## src/shared/ovrd_pkg.sv

```systemverilog
package ovrd_pkg;

    // register map, byte-wide registers at their printed offsets
    localparam logic [11:0] ovrd_addr_threshold_zero = 12'h211;
    localparam logic [11:0] ovrd_addr_threshold_one  = 12'h212;
    localparam logic [11:0] ovrd_addr_output_config = 12'h213;
    localparam logic [11:0] ovrd_addr_irq_status     = 12'h214;
    localparam logic [11:0] ovrd_addr_irq_enable     = 12'h215;
    localparam logic [11:0] ovrd_addr_irq_clear      = 12'h216;

    // reset values
    localparam logic [7:0] ovrd_rst_threshold_zero = 8'hf2;
    localparam logic [7:0] ovrd_rst_threshold_one  = 8'hab;
    localparam logic [2:0] ovrd_rst_pulse_exponent = 3'h7;
    localparam logic       ovrd_rst_pin_enable     = 1'h0;
    localparam logic [3:0] ovrd_rst_irq_enable     = 4'h0;

    // config field positions
    localparam int ovrd_pin_enable_bit = 3;
    localparam int ovrd_exponent_lsb   = 0;

    // pulse length is base << exponent sample clocks
    localparam int          ovrd_pulse_base    = 8;
    localparam int          ovrd_count_width   = 11;
    localparam int          ovrd_sample_width  = 12;
    localparam int          ovrd_level_width   = 8;

    // one sample per channel
    typedef struct packed {
        logic                  valid;
        logic signed [11:0]    a;
        logic signed [11:0]    b;
    } ovrd_sample_s;

    // the four overrange lines, order b1 b0 a1 a0
    typedef struct packed {
        logic chan_b_one;
        logic chan_b_zero;
        logic chan_a_one;
        logic chan_a_zero;
    } ovrd_flags_s;

endpackage

```

## src/rtl/ovrd_detector.sv

```systemverilog
`timescale 1ns/1ns
module ovrd_detector
    import ovrd_pkg::*;
(
    // clock and reset
    input  wire logic                    clock,
    input  wire logic                    resetn,
    // samples from the converter core
    input  wire ovrd_pkg::ovrd_sample_s  sample,
    // register port
    input  wire logic [11:0]             reg_addr,
    input  wire logic [7:0]              reg_wdata,
    input  wire logic                    reg_write,
    input  wire logic                    reg_read,
    output logic [7:0]                   reg_rdata,
    // overrange pins
    output logic                         chan_a_pin_zero,
    output logic                         chan_a_pin_one,
    output logic                         chan_b_pin_zero,
    output logic                         chan_b_pin_one,
    // interrupt
    output logic                         irq
);

    ////////////////////////////////////////////////////////////////////////////
    // registers

    logic [7:0]  overrange_threshold_zero;
    logic [7:0]  overrange_threshold_one;
    logic        overrange_pin_enable;
    logic [2:0]  pulse_length_exponent;
    logic [3:0]  irq_status;
    logic [3:0]  irq_enable;
    logic [7:0]  next_threshold_zero;
    logic [7:0]  next_threshold_one;
    logic        next_pin_enable;
    logic [2:0]  next_exponent;
    logic [3:0]  next_irq_status;
    logic [3:0]  next_irq_enable;
    logic [7:0]  next_rdata;

    ovrd_flags_s hits;
    ovrd_flags_s active;
    ovrd_flags_s pins;
    ovrd_flags_s next_pins;
    logic        next_irq;
    logic [10:0] pulse_length;

    ////////////////////////////////////////////////////////////////////////////
    // detection per channel

    ovrd_level u_level_a
    (
        .sample         (sample.a),
        .threshold_zero (overrange_threshold_zero),
        .threshold_one  (overrange_threshold_one),
        .hit_zero       (hits.chan_a_zero),
        .hit_one        (hits.chan_a_one)
    );

    ovrd_level u_level_b
    (
        .sample         (sample.b),
        .threshold_zero (overrange_threshold_zero),
        .threshold_one  (overrange_threshold_one),
        .hit_zero       (hits.chan_b_zero),
        .hit_one        (hits.chan_b_one)
    );

    ////////////////////////////////////////////////////////////////////////////
    // pulse stretching

    // length = base << exponent, at most 1024 cycles
    // the exponent is three bits, so the count never needs more than 11 bits
    assign pulse_length = 11'(ovrd_pulse_base) << pulse_length_exponent;

    // only valid samples count as hits
    genvar gi;
    generate
        for (gi = 0; gi < 4; gi++)
        begin : g_stretch
            ovrd_stretch u_stretch
            (
                .clock  (clock),
                .resetn (resetn),
                .hit    (sample.valid && hits[gi]),
                .length (pulse_length),
                .active (active[gi])
            );
        end
    endgenerate

    ////////////////////////////////////////////////////////////////////////////
    // register write decode

    // write strobes, one per writable register
    logic        write_threshold_zero;
    logic        write_threshold_one;
    logic        write_output_config;
    logic        write_irq_enable;
    logic        write_irq_clear;

    // other offsets, the status byte included, decode to nothing,
    // so such writes are dropped
    assign write_threshold_zero = reg_write && (reg_addr == ovrd_addr_threshold_zero);
    assign write_threshold_one  = reg_write && (reg_addr == ovrd_addr_threshold_one);
    assign write_output_config  = reg_write && (reg_addr == ovrd_addr_output_config);
    assign write_irq_enable     = reg_write && (reg_addr == ovrd_addr_irq_enable);
    assign write_irq_clear      = reg_write && (reg_addr == ovrd_addr_irq_clear);

    ////////////////////////////////////////////////////////////////////////////
    // thresholds

    // plain read-write bytes; a new value applies from the next sample on
    // limitation: a threshold of zero flags every valid sample
    always_comb
    begin
        next_threshold_zero = overrange_threshold_zero;
        next_threshold_one  = overrange_threshold_one;
        if (write_threshold_zero)
            next_threshold_zero = reg_wdata;
        if (write_threshold_one)
            next_threshold_one = reg_wdata;
    end

    // thresholds leave reset at their default levels
    always_ff @(posedge clock or negedge resetn)
    begin
        if (!resetn)
        begin
            overrange_threshold_zero <= ovrd_rst_threshold_zero;
            overrange_threshold_one  <= ovrd_rst_threshold_one;
        end
        else
        begin
            overrange_threshold_zero <= next_threshold_zero;
            overrange_threshold_one  <= next_threshold_one;
        end
    end

    ////////////////////////////////////////////////////////////////////////////
    // output configuration

    // reserved bits 7-4 are not stored and read back as zero; a new exponent
    // only sets the length of the next reload, a running pulse keeps its count
    always_comb
    begin
        next_pin_enable = overrange_pin_enable;
        next_exponent   = pulse_length_exponent;
        if (write_output_config)
        begin
            next_pin_enable = reg_wdata[ovrd_pin_enable_bit];
            next_exponent   = reg_wdata[ovrd_exponent_lsb +: 3];
        end
    end

    // pins start disabled with the longest pulse selected
    always_ff @(posedge clock or negedge resetn)
    begin
        if (!resetn)
        begin
            overrange_pin_enable  <= ovrd_rst_pin_enable;
            pulse_length_exponent <= ovrd_rst_pulse_exponent;
        end
        else
        begin
            overrange_pin_enable  <= next_pin_enable;
            pulse_length_exponent <= next_exponent;
        end
    end

    ////////////////////////////////////////////////////////////////////////////
    // hit qualification

    ovrd_flags_s qualified_hits;

    // a sample with valid low never sets a status bit; the stretchers
    // qualify their hits the same way, so pins and status agree
    assign qualified_hits = sample.valid ? hits : 4'h0;

    ////////////////////////////////////////////////////////////////////////////
    // interrupt status and enable

    // status bits are sticky; a hit outweighs a clear of the same bit in one
    // cycle, so an event that lands on the clear is never lost; enable bits
    // only mask the line, status collects every hit regardless
    always_comb
    begin
        next_irq_enable = irq_enable;
        next_irq_status = irq_status;
        if (write_irq_enable)
            next_irq_enable = reg_wdata[3:0];
        if (write_irq_clear)
            next_irq_status = irq_status & ~reg_wdata[3:0];
        next_irq_status = next_irq_status | qualified_hits;
    end

    // status and enable share one reset
    always_ff @(posedge clock or negedge resetn)
    begin
        if (!resetn)
        begin
            irq_status <= 4'h0;
            irq_enable <= ovrd_rst_irq_enable;
        end
        else
        begin
            irq_status <= next_irq_status;
            irq_enable <= next_irq_enable;
        end
    end

    ////////////////////////////////////////////////////////////////////////////
    // interrupt line

    // the line follows the new status at once, so it rises with the status
    // bit and never lags a read of the status register; a clear that empties
    // every enabled bit drops the line in the same edge
    always_comb
    begin
        next_irq = |(next_irq_status & next_irq_enable);
    end

    // level output from one flop, high while any enabled status bit is set
    always_ff @(posedge clock or negedge resetn)
    begin
        if (!resetn)
            irq <= 1'b0;
        else
            irq <= next_irq;
    end

    ////////////////////////////////////////////////////////////////////////////
    // read port

    // value of the addressed register before the strobe gate
    logic [7:0]  read_value;

    // read mux; the clear register and unmapped offsets read zero, and a read
    // has no side effect, status bits clear only through the clear register
    always_comb
    begin
        read_value = 8'h00;
        case (reg_addr)
            ovrd_addr_threshold_zero: read_value = overrange_threshold_zero;
            ovrd_addr_threshold_one:  read_value = overrange_threshold_one;
            ovrd_addr_output_config:
                read_value = {4'h0, overrange_pin_enable, pulse_length_exponent};
            ovrd_addr_irq_status:     read_value = {4'h0, irq_status};
            ovrd_addr_irq_enable:     read_value = {4'h0, irq_enable};
            default:                  read_value = 8'h00;
        endcase
        // data stand for the one cycle after the strobe and are zero otherwise
        next_rdata = reg_read ? read_value : 8'h00;
    end

    // registered so the read data stand for exactly one cycle after the strobe
    always_ff @(posedge clock or negedge resetn)
    begin
        if (!resetn)
            reg_rdata <= 8'h00;
        else
            reg_rdata <= next_rdata;
    end

    ////////////////////////////////////////////////////////////////////////////
    // pin drive

    // pins gated as a group; while disabled the stretchers keep counting, so
    // enabling mid-pulse shows only the rest of that pulse
    always_comb
    begin
        if (overrange_pin_enable)
            next_pins = active;
        else
            next_pins = 4'h0;
    end

    // one flop per pin keeps the outputs free of decode glitches
    always_ff @(posedge clock or negedge resetn)
    begin
        if (!resetn)
            pins <= 4'h0;
        else
            pins <= next_pins;
    end

    // pins straight from flip-flops
    // the struct keeps the b1 b0 a1 a0 order that the status bits use
    assign chan_a_pin_zero = pins.chan_a_zero;
    assign chan_a_pin_one  = pins.chan_a_one;
    assign chan_b_pin_zero = pins.chan_b_zero;
    assign chan_b_pin_one  = pins.chan_b_one;

endmodule

```

## src/rtl/ovrd_level.sv

```systemverilog
`timescale 1ns/1ns
// absolute level of one channel and its two threshold compares
module ovrd_level
    import ovrd_pkg::*;
(
    // sample
    input  wire logic signed [11:0] sample,
    // thresholds
    input  wire logic [7:0]         threshold_zero,
    input  wire logic [7:0]         threshold_one,
    // results
    output logic                    hit_zero,
    output logic                    hit_one
);
    logic [11:0] magnitude;
    logic [7:0]  level;

    // magnitude saturates at the top code, so -2048 reads as full scale
    always_comb
    begin
        if (sample[11])
            magnitude = (sample == 12'sh800) ? 12'h7ff : 12'(-sample);
        else
            magnitude = 12'(sample);
        level = magnitude[10:3];  // level / 256 of full scale
    end

    // reaching the threshold counts as crossing
    assign hit_zero = (level >= threshold_zero);
    assign hit_one  = (level >= threshold_one);
endmodule

```

## src/rtl/ovrd_stretch.sv

```systemverilog
`timescale 1ns/1ns
// stretches one overrange hit to a minimum pulse length
module ovrd_stretch
    import ovrd_pkg::*;
(
    // clock and reset
    input  wire logic        clock,
    input  wire logic        resetn,
    // control
    input  wire logic        hit,
    input  wire logic [10:0] length,
    // pulse
    output logic             active
);
    logic [10:0] count;
    logic [10:0] next_count;

    // every new hit reloads the count, so a burst gives one long level
    always_comb
    begin
        next_count = count;
        if (hit)
            next_count = length;
        else if (count != 11'h000)
            next_count = count - 11'h001;
    end

    always_ff @(posedge clock or negedge resetn)
    begin
        if (!resetn)
            count <= 11'h000;
        else
            count <= next_count;
    end

    // high for exactly length cycles after the last hit
    assign active = (count != 11'h000);
endmodule

```

## config.mk

```make
export PLATFORM = sky130hd
export DESIGN_NAME = ovrd_detector
export DESIGN_NICKNAME = d
export VERILOG_FILES = /design/src/shared/ovrd_pkg.sv /design/src/rtl/ovrd_detector.sv /design/src/rtl/ovrd_level.sv /design/src/rtl/ovrd_stretch.sv
export SDC_FILE = /design/constraint.sdc
export NUM_CORES = 1
export LEC_CHECK = 0
export ABC_AREA = 1
export ABC_CLOCK_PERIOD_IN_PS = 2550
export BUFFER_PORTS_ARGS = -buffer_cell sky130_fd_sc_hd__buf_2
export CORE_MARGIN = 1
export CORE_UTILIZATION = 35
export CTS_CLUSTER_SIZE = 16
export DETAILED_ROUTE_END_ITERATION = 7
export HOLD_SLACK_MARGIN = 0.03
export PLACE_DENSITY = 0.58
export SLEW_MARGIN = 20
export SYNTH_ARGS = -nofsm -noshare
export SYNTH_HDL_FRONTEND = slang
export SYNTH_HIERARCHICAL = 1
export SYNTH_SLANG_ARGS = --single-unit
```

## constraint.sdc

```tcl
create_clock -name clock -period 2.55 [get_ports clock]
set_input_delay 0.3825 -clock clock [delete_from_list [all_inputs] [get_ports clock]]
set_output_delay 0.3825 -clock clock [all_outputs]
set_load 0.1 [all_outputs]
```

==> results of run 1 <==
-- cell families (layout without fill, tap and decap cells) --
family / after synthesis / in the layout / synth area share (%)
AO/OA/AOI/OAI: 88 / 88 / 8.18
buffers and inverters: 171 / 287 / 11.2
flip-flops: 85 / 85 / 33.0
XOR/XNOR: 8 / 8 / 1.08
other: 1 / 12 / 0.0577
adder cells (fa/ha/maj): 36 / 36 / 6.93
AND/OR/NAND/NOR: 543 / 543 / 39.6
-- state kept, by name (all words and copies together) (netlist names) --
signal	cells
g_stretch.u_stretch/count	44
overrange_threshold_one	8
overrange_threshold_zero	8
reg_rdata	8
irq_enable	4
irq_status	4
pulse_length_exponent	3
chan_a_pin_one	1
chan_a_pin_zero	1
chan_b_pin_one	1
chan_b_pin_zero	1
irq	1
overrange_pin_enable	1
-- per-stage QoR --
step	cells	cell area [µm²]	TNS, ns	total power [mW]	util [%]
floorplan	943	6540	0	3.27	-
global placement	1271	7470	-2.47	3.72	41.3
detailed placement	1271	7470	-3.62	3.75	41.3
CTS	1288	7760	0	5.03	42.9
global route	1288	7770	0	5.40	43.0
finish	1288	7770	0	4.97	43.0
-- how the worst min path moves through the flow --
stage,start,end,slack (ns),depth (start not counted)
final,reg_wdata[5],overrange_threshold_zero[5],0.29,3
after global routing,reg_wdata[4],overrange_threshold_zero[4],0.30,3
after CTS,reg_wdata[5],overrange_threshold_zero[5],0.28,3
after detailed placement,resetn,chan_a_pin_one,0.39,1
after global placement,resetn,g_stretch[1].u_stretch/count[9],0.39,1
after floorplan,resetn,chan_a_pin_one,0.09,0
-- placed cells by master, fill, tap and decap left out, types with 12 or more instances in the layout --
cell	count
o21ai_2	21
ha_1	36
a21oi_1	16
buf_2	60
buf_4	49
nor3_1	12
nor2_2	20
nand4_1	16
nand3_1	64
conb_1	12
nand2_2	16
nor2_1	76
o21ai_0	36
inv_1	141
nand2_1	293
dfrtp_1	72
dfstp_2	13
-- routing by layer --
metal / track usage, % / share of wire, % / vias to the layer above
met2: 30.7 / 48 / 109
met3: 3.05 / 3.1 / 23
met1: 21.7 / 47 / 2612
li1: - / - / 3154
met5: 0 / 0 / -
met4: 4.55 / 1.5 / 0
-- power groups by stage --
stage / Sequential (mW) / Clock (mW) / Combinational (mW)
2_1_floorplan: 1.79 / 0 / 1.47
3_3_place_gp: 1.84 / 0 / 1.87
3_5_place_dp: 1.85 / 0 / 1.90
4_1_cts: 1.83 / 1.29 / 1.91
5_1_grt: 1.86 / 1.33 / 2.20
6_report: 1.83 / 1.25 / 1.89
-- tightest hold or removal path, delay by kind of cell --
family	cells	cell delay (ns)
buf+inv	2	0.19
compound gates	1	0.06
-- area by class of cell --
cell class	instances	area, µm²	share of cell area, %
tap	229	287	3.69
timing repair buffer	115	778	10.0
inverter	156	607	7.81
clock buffer	10	229	2.95
multi-input combinational	687	3680	47.4
clock inverter	6	46.3	0.596
sequential	85	2140	27.6
-- timing repair --
action / in CTS / in global routing
hold buffers: 1 / 0
hold endpoints to repair: 22 / 0
endpoints found under the setup margin: 0 / 10
resized for setup: 0 / 3
==> flow_summary.ini, run 1 <==
[timing]
relSlewSlack_pct = 46.1
fmax_mhz = 427
rsz0062_at_grt = false
period_share_pct = 91.8
maxSlewViolCount = 0
finalHoldViolCount = 0
finalCriticalPeriod_ns = 2.34
fin_worst_skew_ns = 0.0102
setup_slack_ns = 0.210
hold_slack_ns = 0.287
setup_violations = 0
worst_pin_slew_ns = 0.802

[yosys]
yosysTopAreaCellShare_pct = 27.7
synthTopCellsByCount = nand2_1 (294), inv_1 (141), nor2_1 (76)
syn_area_per_cell_um2 = 6.97
synth_ff_type = dfrtp_1
synth_edf_count = 0
ys_seq_area_share_pct = 33.0
synthMostInstantiatedCell = nand2_1
synthDistinctLibCells = 39
async_reset_ff_share_pct = 100
ys_seq_elements = 85
syn_area_mm2 = 0.00650
yosys_warnings = 6
ys_top_cells_by_area = dfrtp_1 (28%), nand2_1 (17%), inv_1 (8.1%)
synth.largest_area_cell = dfrtp_1
syn-instance-count = 932

[power]
intPower_mw = 2.99
switching_power_mw = 1.97
powerDensity_mw_per_mm2 = 639
p_leak_nw = 4.03
power_frac_comb_pct = 38.1
swShare_pct = 39.7
ir_drop_mv = 0.368
clkPwrFrac_pct = 25.1
seq_power_share_pct = 36.8

[route]
wl_mm = 15.6
via_per_inst = 4.58
drc = 0
dr.pass1.iters = 5
vias = 5898
wl_per_cell_um = 12.1
drtIter0Drc = 218
ant_nets = 0

[worst_setup_path]
crit_fanout = 14
rrSetupSlack_ns = 0.31
path_cells = buf_2 -> nor2_2 -> and2_4 -> nand2_1 -> nand3_1 -> nand3_1 -> ha_1 -> a21oi_1 -> nor2_1 -> nor3_1 -> nand2_1 -> nand2_1 -> inv_1 -> inv_1 -> buf_12 -> nand3_4 -> clkinv_4 -> nand2_2 -> o21ai_2
cpLargestDelayFamily = simple AND/OR/NAND/NOR gates
cp.arrival_ns = 2.62
cp-end-kind = flop
cp-startpoint = sample[0]
r2r_cells = 14
endpoint = g_stretch[3].u_stretch/count[1]
cpPeakStageDelay_ns = 0.30
crit_cells = 19
crit_path_start_kind = primary input
critPathSlowestCell = ha_1
timing.rr.end = g_stretch[3].u_stretch/count[1]
criticalPathCategory = primary input to flop
crit_required_ns = 2.83
crit_buf_inv = 5
crit_top_cell = nand2_1
r2r_start = overrange_threshold_one[5]

[finish]
n_fill_cell = 1871
layout-drive-gt1-share_pct = 23.7
nNetsFinal = 1139
n_antenna_cell = 0
syn_to_final_growth_pct = 19.6

[clock_network]
cts-root-buf = clkbuf_16
tritoncts = built
clk_pin_slew_worst_paths_ns = 0.07
cts_buffer_depth = 2
postCtsSetupRepairBufs = 0
cts_buffers = 9
clkLatencyLatePin_ns = 0.35
clock_sinks = 85
htreeDepth = 3

[status]
status = finished clean

[die]
rows = 49
die_w_um = 138
start_util_pct = 35.9
die_area_mm2 = 0.0191
io_pins = 62
fp.coreArea_mm2 = 0.0181
die_h_um = 138

[place]
port_buffers = 61
post-place-ws_ns = -0.158
place.gp.congestion = 0.815
dp_hpwl_mm = 12.4

[grt]
antenna_found_initial = 0
grtUsageTotal_pct = 17.3
grt_max_degree = 50
grt.overflow.total = 0
grt_pass1_vias = 5770
grt_pass1_wl_mm = 26.7

[run]
maxCapViolCount = 0

[worst_hold_path]
hold_class = primary input to flop
Note: power is estimated with default switching activity, not from simulation.
==> run 2, diff against run 1 <==
- CORE_ASPECT_RATIO: not set -> 2
- CORE_MARGIN: 1 -> 4
- TNS_END_PERCENT: not set -> 30
==> run 2 against run 1 <==
  * Total power increased by 4.5%
  * Clock skew is 0.0038 ns lower
  * Core utilization fell by 0.23 points
  * Combinational power hardly changed
  * Global-route usage is 0.25 points higher
  * Wire length grew 13%
  * Fmax grew 3.7%
  * Sequential share of layout area down 0.19 points
  * First-iteration DRC count is 6.9% lower
==> flow_summary.ini, run 2 (synthesis results as in run 1) <==
[clock_network]
cts-root-buf = clkbuf_16
cts_buffers = 9
htreeDepth = 3
postCtsSetupRepairBufs = 0
tritoncts = built
clkLatencyLatePin_ns = 0.35
cts_buffer_depth = 2
clk_pin_slew_worst_paths_ns = 0.07
ctsResizeCount = 0
hold_buffers = 0
clock_sinks = 85

[timing]
finalCriticalPeriod_ns = 2.26
maxSlewViolCount = 0
period_share_pct = 88.5
setup_violations = 0
fmax_mhz = 443
finalHoldViolCount = 0
relSlewSlack_pct = 31.3
worst_pin_slew_ns = 1.02
rsz0062_at_grt = false
fin_worst_skew_ns = 0.00638
hold_slack_ns = 0.0193

[power]
p_leak_nw = 4.08
switching_power_mw = 2.00
swShare_pct = 38.5
ir_drop_mv = 0.277
clkPwrFrac_pct = 27.9
seq_power_share_pct = 35.1
power_frac_comb_pct = 37.0
intPower_mw = 3.19
power_mw = 5.19
powerDensity_mw_per_mm2 = 663

[worst_setup_path]
rrSetupSlack_ns = 0.38
cp.arrival_ns = 2.54
r2r_cells = 13
crit_required_ns = 2.83
criticalPathCategory = primary input to flop
crit_path_start_kind = primary input
r2r_start = overrange_threshold_one[5]
crit_fanout = 11
cp-end-kind = flop
timing.rr.end = g_stretch[3].u_stretch/count[6]
cp-startpoint = sample[12]

[grt]
grt_pass1_vias = 6203
antenna_found_initial = 0
grtUsageTotal_pct = 17.6
grt.overflow.total = 0
grt_max_degree = 44
grt_pass1_wl_mm = 29.3

[route]
wl_mm = 17.7
ant_nets = 0
dr.pass1.iters = 7
wl_per_cell_um = 13.8
drtIter0Drc = 203
via_per_inst = 4.77
drc = 0
vias = 6122

[finish]
multiInputGateArea_mm2 = 0.00367
final_cell_mix = nand2_1 (294), inv_1 (141), nor2_1 (76)
syn_to_final_growth_pct = 20.4
nNetsFinal = 1147
top_register = g_stretch.u_stretch/count
largest_register_ffs = 44
layout-drive-gt1-share_pct = 24.3
seq_area_mm2 = 0.00214
n_antenna_cell = 0
n_fill_cell = 1918
final_common_cell = nand2_1

[die]
die_w_um = 104
fp.coreArea_mm2 = 0.0183
die_area_mm2 = 0.0209
die_h_um = 201
io_pins = 62
rows = 70
start_util_pct = 35.5

[status]
status = finished clean

[place]
port_buffers = 61
dp_hpwl_mm = 14.8
place.gp.congestion = 0.901

[run]
maxCapViolCount = 0

[worst_hold_path]
hold_class = primary input to asynchronous set/reset pin
==> run 2: changes by cell type in the layout (fill, tap and decap cells not counted), sizes merged <==
cell	previous run	this run
dlygate4sd3	1	0
bufinv	0	2
clkinv	7	8
buf	114	123
inv	153	152
clkinvlp	2	1
clkbuf	10	9
==> run 2: worst max-delay path, cell delays in order <==
cell and delay, ns:
buf_2 0.10, nor2_2 0.15, and2_4 0.19, nand2_1 0.07, nand3_1 0.07, nand3_1 0.12, ha_1 0.31, a21oi_1 0.15
nor2_1 0.06, nor3_1 0.17, nand2_1 0.07, nand2_1 0.11, inv_1 0.07, inv_1 0.09, buf_12 0.13, nand3_4 0.12
clkinv_4 0.09, nand2_2 0.05, o21ai_2 0.05
==> run 2: metrics by stage <==
| stage | area (µm²) | setup TNS (ns) | worst slack [ns] | cells | utilization (%) |
|---|---|---|---|---|---|
| after floorplan | 6540 | 0 | 0.189 | 943 | - |
| after global placement | 7500 | -1.48 | -0.0788 | 1267 | 41.0 |
| after detailed placement | 7500 | -2.09 | -0.110 | 1267 | 41.0 |
| after CTS | 7820 | 0 | 0.258 | 1283 | 42.7 |
| after global routing | 7820 | 0 | 0.0116 | 1283 | 42.7 |
| final | 7820 | 0 | 0.293 | 1283 | 42.7 |
==> run 2: layer usage <==
metal	track usage, %	up-vias	share of wire, %
met4	9.99	0	4.7
met5	0	-	0
met3	1.90	41	1.7
met2	36.6	91	60
met1	15.5	2822	33
li1	-	3168	-
==> run 2: how the worst max path moves through the flow <==
| stage | cells after the start | endpoint |
|---|---|---|
| after floorplan | 18 | g_stretch[1].u_stretch/count[4] |
| after global routing | 20 | g_stretch[2].u_stretch/count[0] |
| final | 19 | g_stretch[1].u_stretch/count[1] |
| after detailed placement | 20 | g_stretch[0].u_stretch/count[0] |
| after global placement | 19 | g_stretch[0].u_stretch/count[9] |
| after CTS | 20 | g_stretch[0].u_stretch/count[0] |
==> run 2: final cells by class <==
cell class | instances | area share [%]
Clock inverter | 7 | 1.26
Multi-Input combinational cell | 687 | 46.9
Sequential cell | 85 | 27.4
Timing Repair Buffer | 123 | 10.4
Clock buffer | 9 | 2.88
Tap cell | 216 | 3.45
Inverter | 156 | 7.76
==> run 2: power groups by stage <==
stage / Clock (mW) / Sequential [mW] / Combinational (mW)
after floorplan: 0 / 1.79 / 1.47
after global placement: 0 / 1.84 / 1.92
after detailed placement: 0 / 1.84 / 1.94
after CTS: 1.48 / 1.82 / 1.95
after global routing: 1.54 / 1.86 / 2.22
final: 1.45 / 1.82 / 1.92
==> run 3, diff against run 2 <==
- ABC_AREA: 1 -> 0
- SLEW_MARGIN: 20 -> 30
==> run 3 against run 2 <==
  * The flow now finishes with violations (negative setup slack)
  * Largest power group unchanged
  * Sequential power rose by 9%
  * Final cell count fell by 29%
  * Register-to-register slack got worse by 0.21 ns
  * Synthesized cell count fell by 39%
  * Global-route usage fell by 0.26 points
  * Critical endpoint is now irq
  * Die area fell by 12%
==> flow_summary.ini, run 3 <==
[status]
status = finished, violations left
violations = negative setup slack

[worst_setup_path]
crit_fanout = 3
cp-end-kind = flop
rrSetupSlack_ns = 0.17
timing.rr.end = irq
r2r_cells = 10
cp.arrival_ns = 3.08
crit_path_start_kind = primary input
criticalPathCategory = primary input to flop
crit_required_ns = 2.75
cp-startpoint = sample[9]
endpoint = irq
r2r_start = overrange_threshold_zero[6]

[finish]
syn_to_final_growth_pct = 31.5
n_antenna_cell = 0
final_common_cell = dfrtp_1
layout-drive-gt1-share_pct = 40.4
finalInstanceArea_mm2 = 0.00745
nNetsFinal = 788
post-route-util_pct = 47.0
largest_register_ffs = 44
final_cell_mix = dfrtp_1 (72), buf_4 (63), buf_2 (56)
top_register = g_stretch.u_stretch/count

[yosys]
ys_seq_elements = 85
synthDistinctLibCells = 60
synth_ff_type = dfrtp_1
syn-instance-count = 565
async_reset_ff_share_pct = 100
synth_edf_count = 0
yosys_warnings = 6
syn_area_mm2 = 0.00566
yosysTopAreaCellShare_pct = 31.8
synthTopCellsByCount = dfrtp_1 (72), inv_1 (50), nand2_1 (38)
ys_seq_area_share_pct = 37.8
ys_top_cells_by_area = dfrtp_1 (32%), ha_1 (8.0%), dfstp_2 (6.0%)
syn_area_per_cell_um2 = 10.0
synthMostInstantiatedCell = dfrtp_1
synth.largest_area_cell = dfrtp_1

[route]
wl_mm = 15.8
via_per_inst = 5.29
drc = 0
vias = 4813
ant_nets = 0
drtIter0Drc = 178
wl_per_cell_um = 17.4
dr.pass1.iters = 4

[timing]
relSlewSlack_pct = 40.1
maxSlewViolCount = 0
rsz0062_at_grt = true
finalHoldViolCount = 0
finalCriticalPeriod_ns = 2.88
worst_pin_slew_ns = 0.896
hold_slack_ns = 0.0482
fmax_mhz = 347
setup_violations = 27
fin_worst_skew_ns = 0.00964
setup_slack_ns = -0.331
period_share_pct = 113

[clock_network]
hold_buffers = 0
clock_sinks = 85
htreeDepth = 3
cts-root-buf = clkbuf_16
clkLatencyLatePin_ns = 0.34
cts_buffers = 9
cts_buffer_depth = 2
tritoncts = built
clk_pin_slew_worst_paths_ns = 0.06

[power]
ir_drop_mv = 0.347
p_leak_nw = 3.39
powerDensity_mw_per_mm2 = 734
power_mw = 5.47

[die]
die_h_um = 188
io_pins = 62
rows = 65
die_w_um = 98.0
fp.coreArea_mm2 = 0.0159
start_util_pct = 35.7
die_area_mm2 = 0.0184

[grt]
grtUsageTotal_pct = 17.3
grt.overflow.total = 0
grt_pass1_vias = 5226
antenna_found_initial = 0
grt_pass1_wl_mm = 25.6
grt_max_degree = 46

[place]
place.gp.congestion = 0.866
port_buffers = 61
placed_area_mm2 = 0.00657
dp_hpwl_mm = 12.0

[run]
maxCapViolCount = 0

[worst_hold_path]
hold_class = primary input to asynchronous set/reset pin
==> run 3: timing repair <==
action                                  in CTS  in global routing
buffers inserted                            13                  6
cloned                                       3                  1
pin swaps                                   24                 36
endpoints found under the setup margin      37                 49
gates resized for setup                     36                 47
==> run 3: how the worst min path moves through the flow <==
stage / end / slack, ns / cells after the start
after floorplan: chan_a_pin_one / 0.09 / 0
after global placement: g_stretch[2].u_stretch/count[2] / 0.43 / 1
after detailed placement: g_stretch[2].u_stretch/count[2] / 0.44 / 1
after CTS: g_stretch[2].u_stretch/count[2] / 0.08 / 1
after global routing: g_stretch[2].u_stretch/count[2] / 0.1 / 1
final: g_stretch[2].u_stretch/count[2] / 0.05 / 1
==> run 3: routing by layer <==
metal	track usage (%)	up-vias	part of all wire, %
li1	-	2331	-
met1	16.5	2336	34
met2	34.6	105	59
met3	2.68	41	3.1
met4	8.27	0	4.3
met5	0	-	0
==> run 3: through the flow <==
stage                     std cells  setup TNS [ns]  setup slack, ns
after floorplan                 576           -3.16           -0.388
after global routing            909           -9.03           -0.466
after global placement          871          -17.10           -0.680
after CTS                       903           -2.37           -0.286
after detailed placement        871          -20.43           -0.758
final                           909           -4.11           -0.331
==> run 3: final cells by class <==
class,count,area (µm²)
clock inverters,5,42.5
well taps,201,251
multi-input cells,419,3510
repair buffers,138,1060
clock buffers,11,253
inverters,50,188
fillers,1511,8410
flip-flops and latches,85,2140
==> run 3: cell families after synthesis <==
| logic type | after synthesis | synth area share, % |
|---|---|---|
| AO/OA/AOI/OAI | 140 | 17.3 |
| XOR/XNOR | 32 | 4.95 |
| adder cells (fa/ha/maj) | 36 | 7.95 |
| buffers and inverters | 72 | 5.52 |
| flip-flops | 85 | 37.8 |
| multiplexers | 36 | 6.98 |
| other | 1 | 0.0662 |
| AND/OR/NAND/NOR | 163 | 19.4 |
==> run 3: critical path: stages <==
cell and delay, ns:
buf_6 0.09, or4_4 0.57, o311ai_2 0.22, a21oi_1 0.10
a31oi_1 0.23, ha_1 0.28, nand2_1 0.06, o21ai_1 0.06
a31oi_1 0.15, o21ai_1 0.08, nand2_1 0.10, inv_2 0.06
nor2_2 0.10, a311oi_1 0.05, or4_1 0.54
==> run 3: where the power goes <==
part,switching [mW],internal (mW),total (mW)
clock network,0.561,0.724,1.28
logic,1.04,1.17,2.21
registers,0.327,1.65,1.98
total,1.93,3.54,5.47
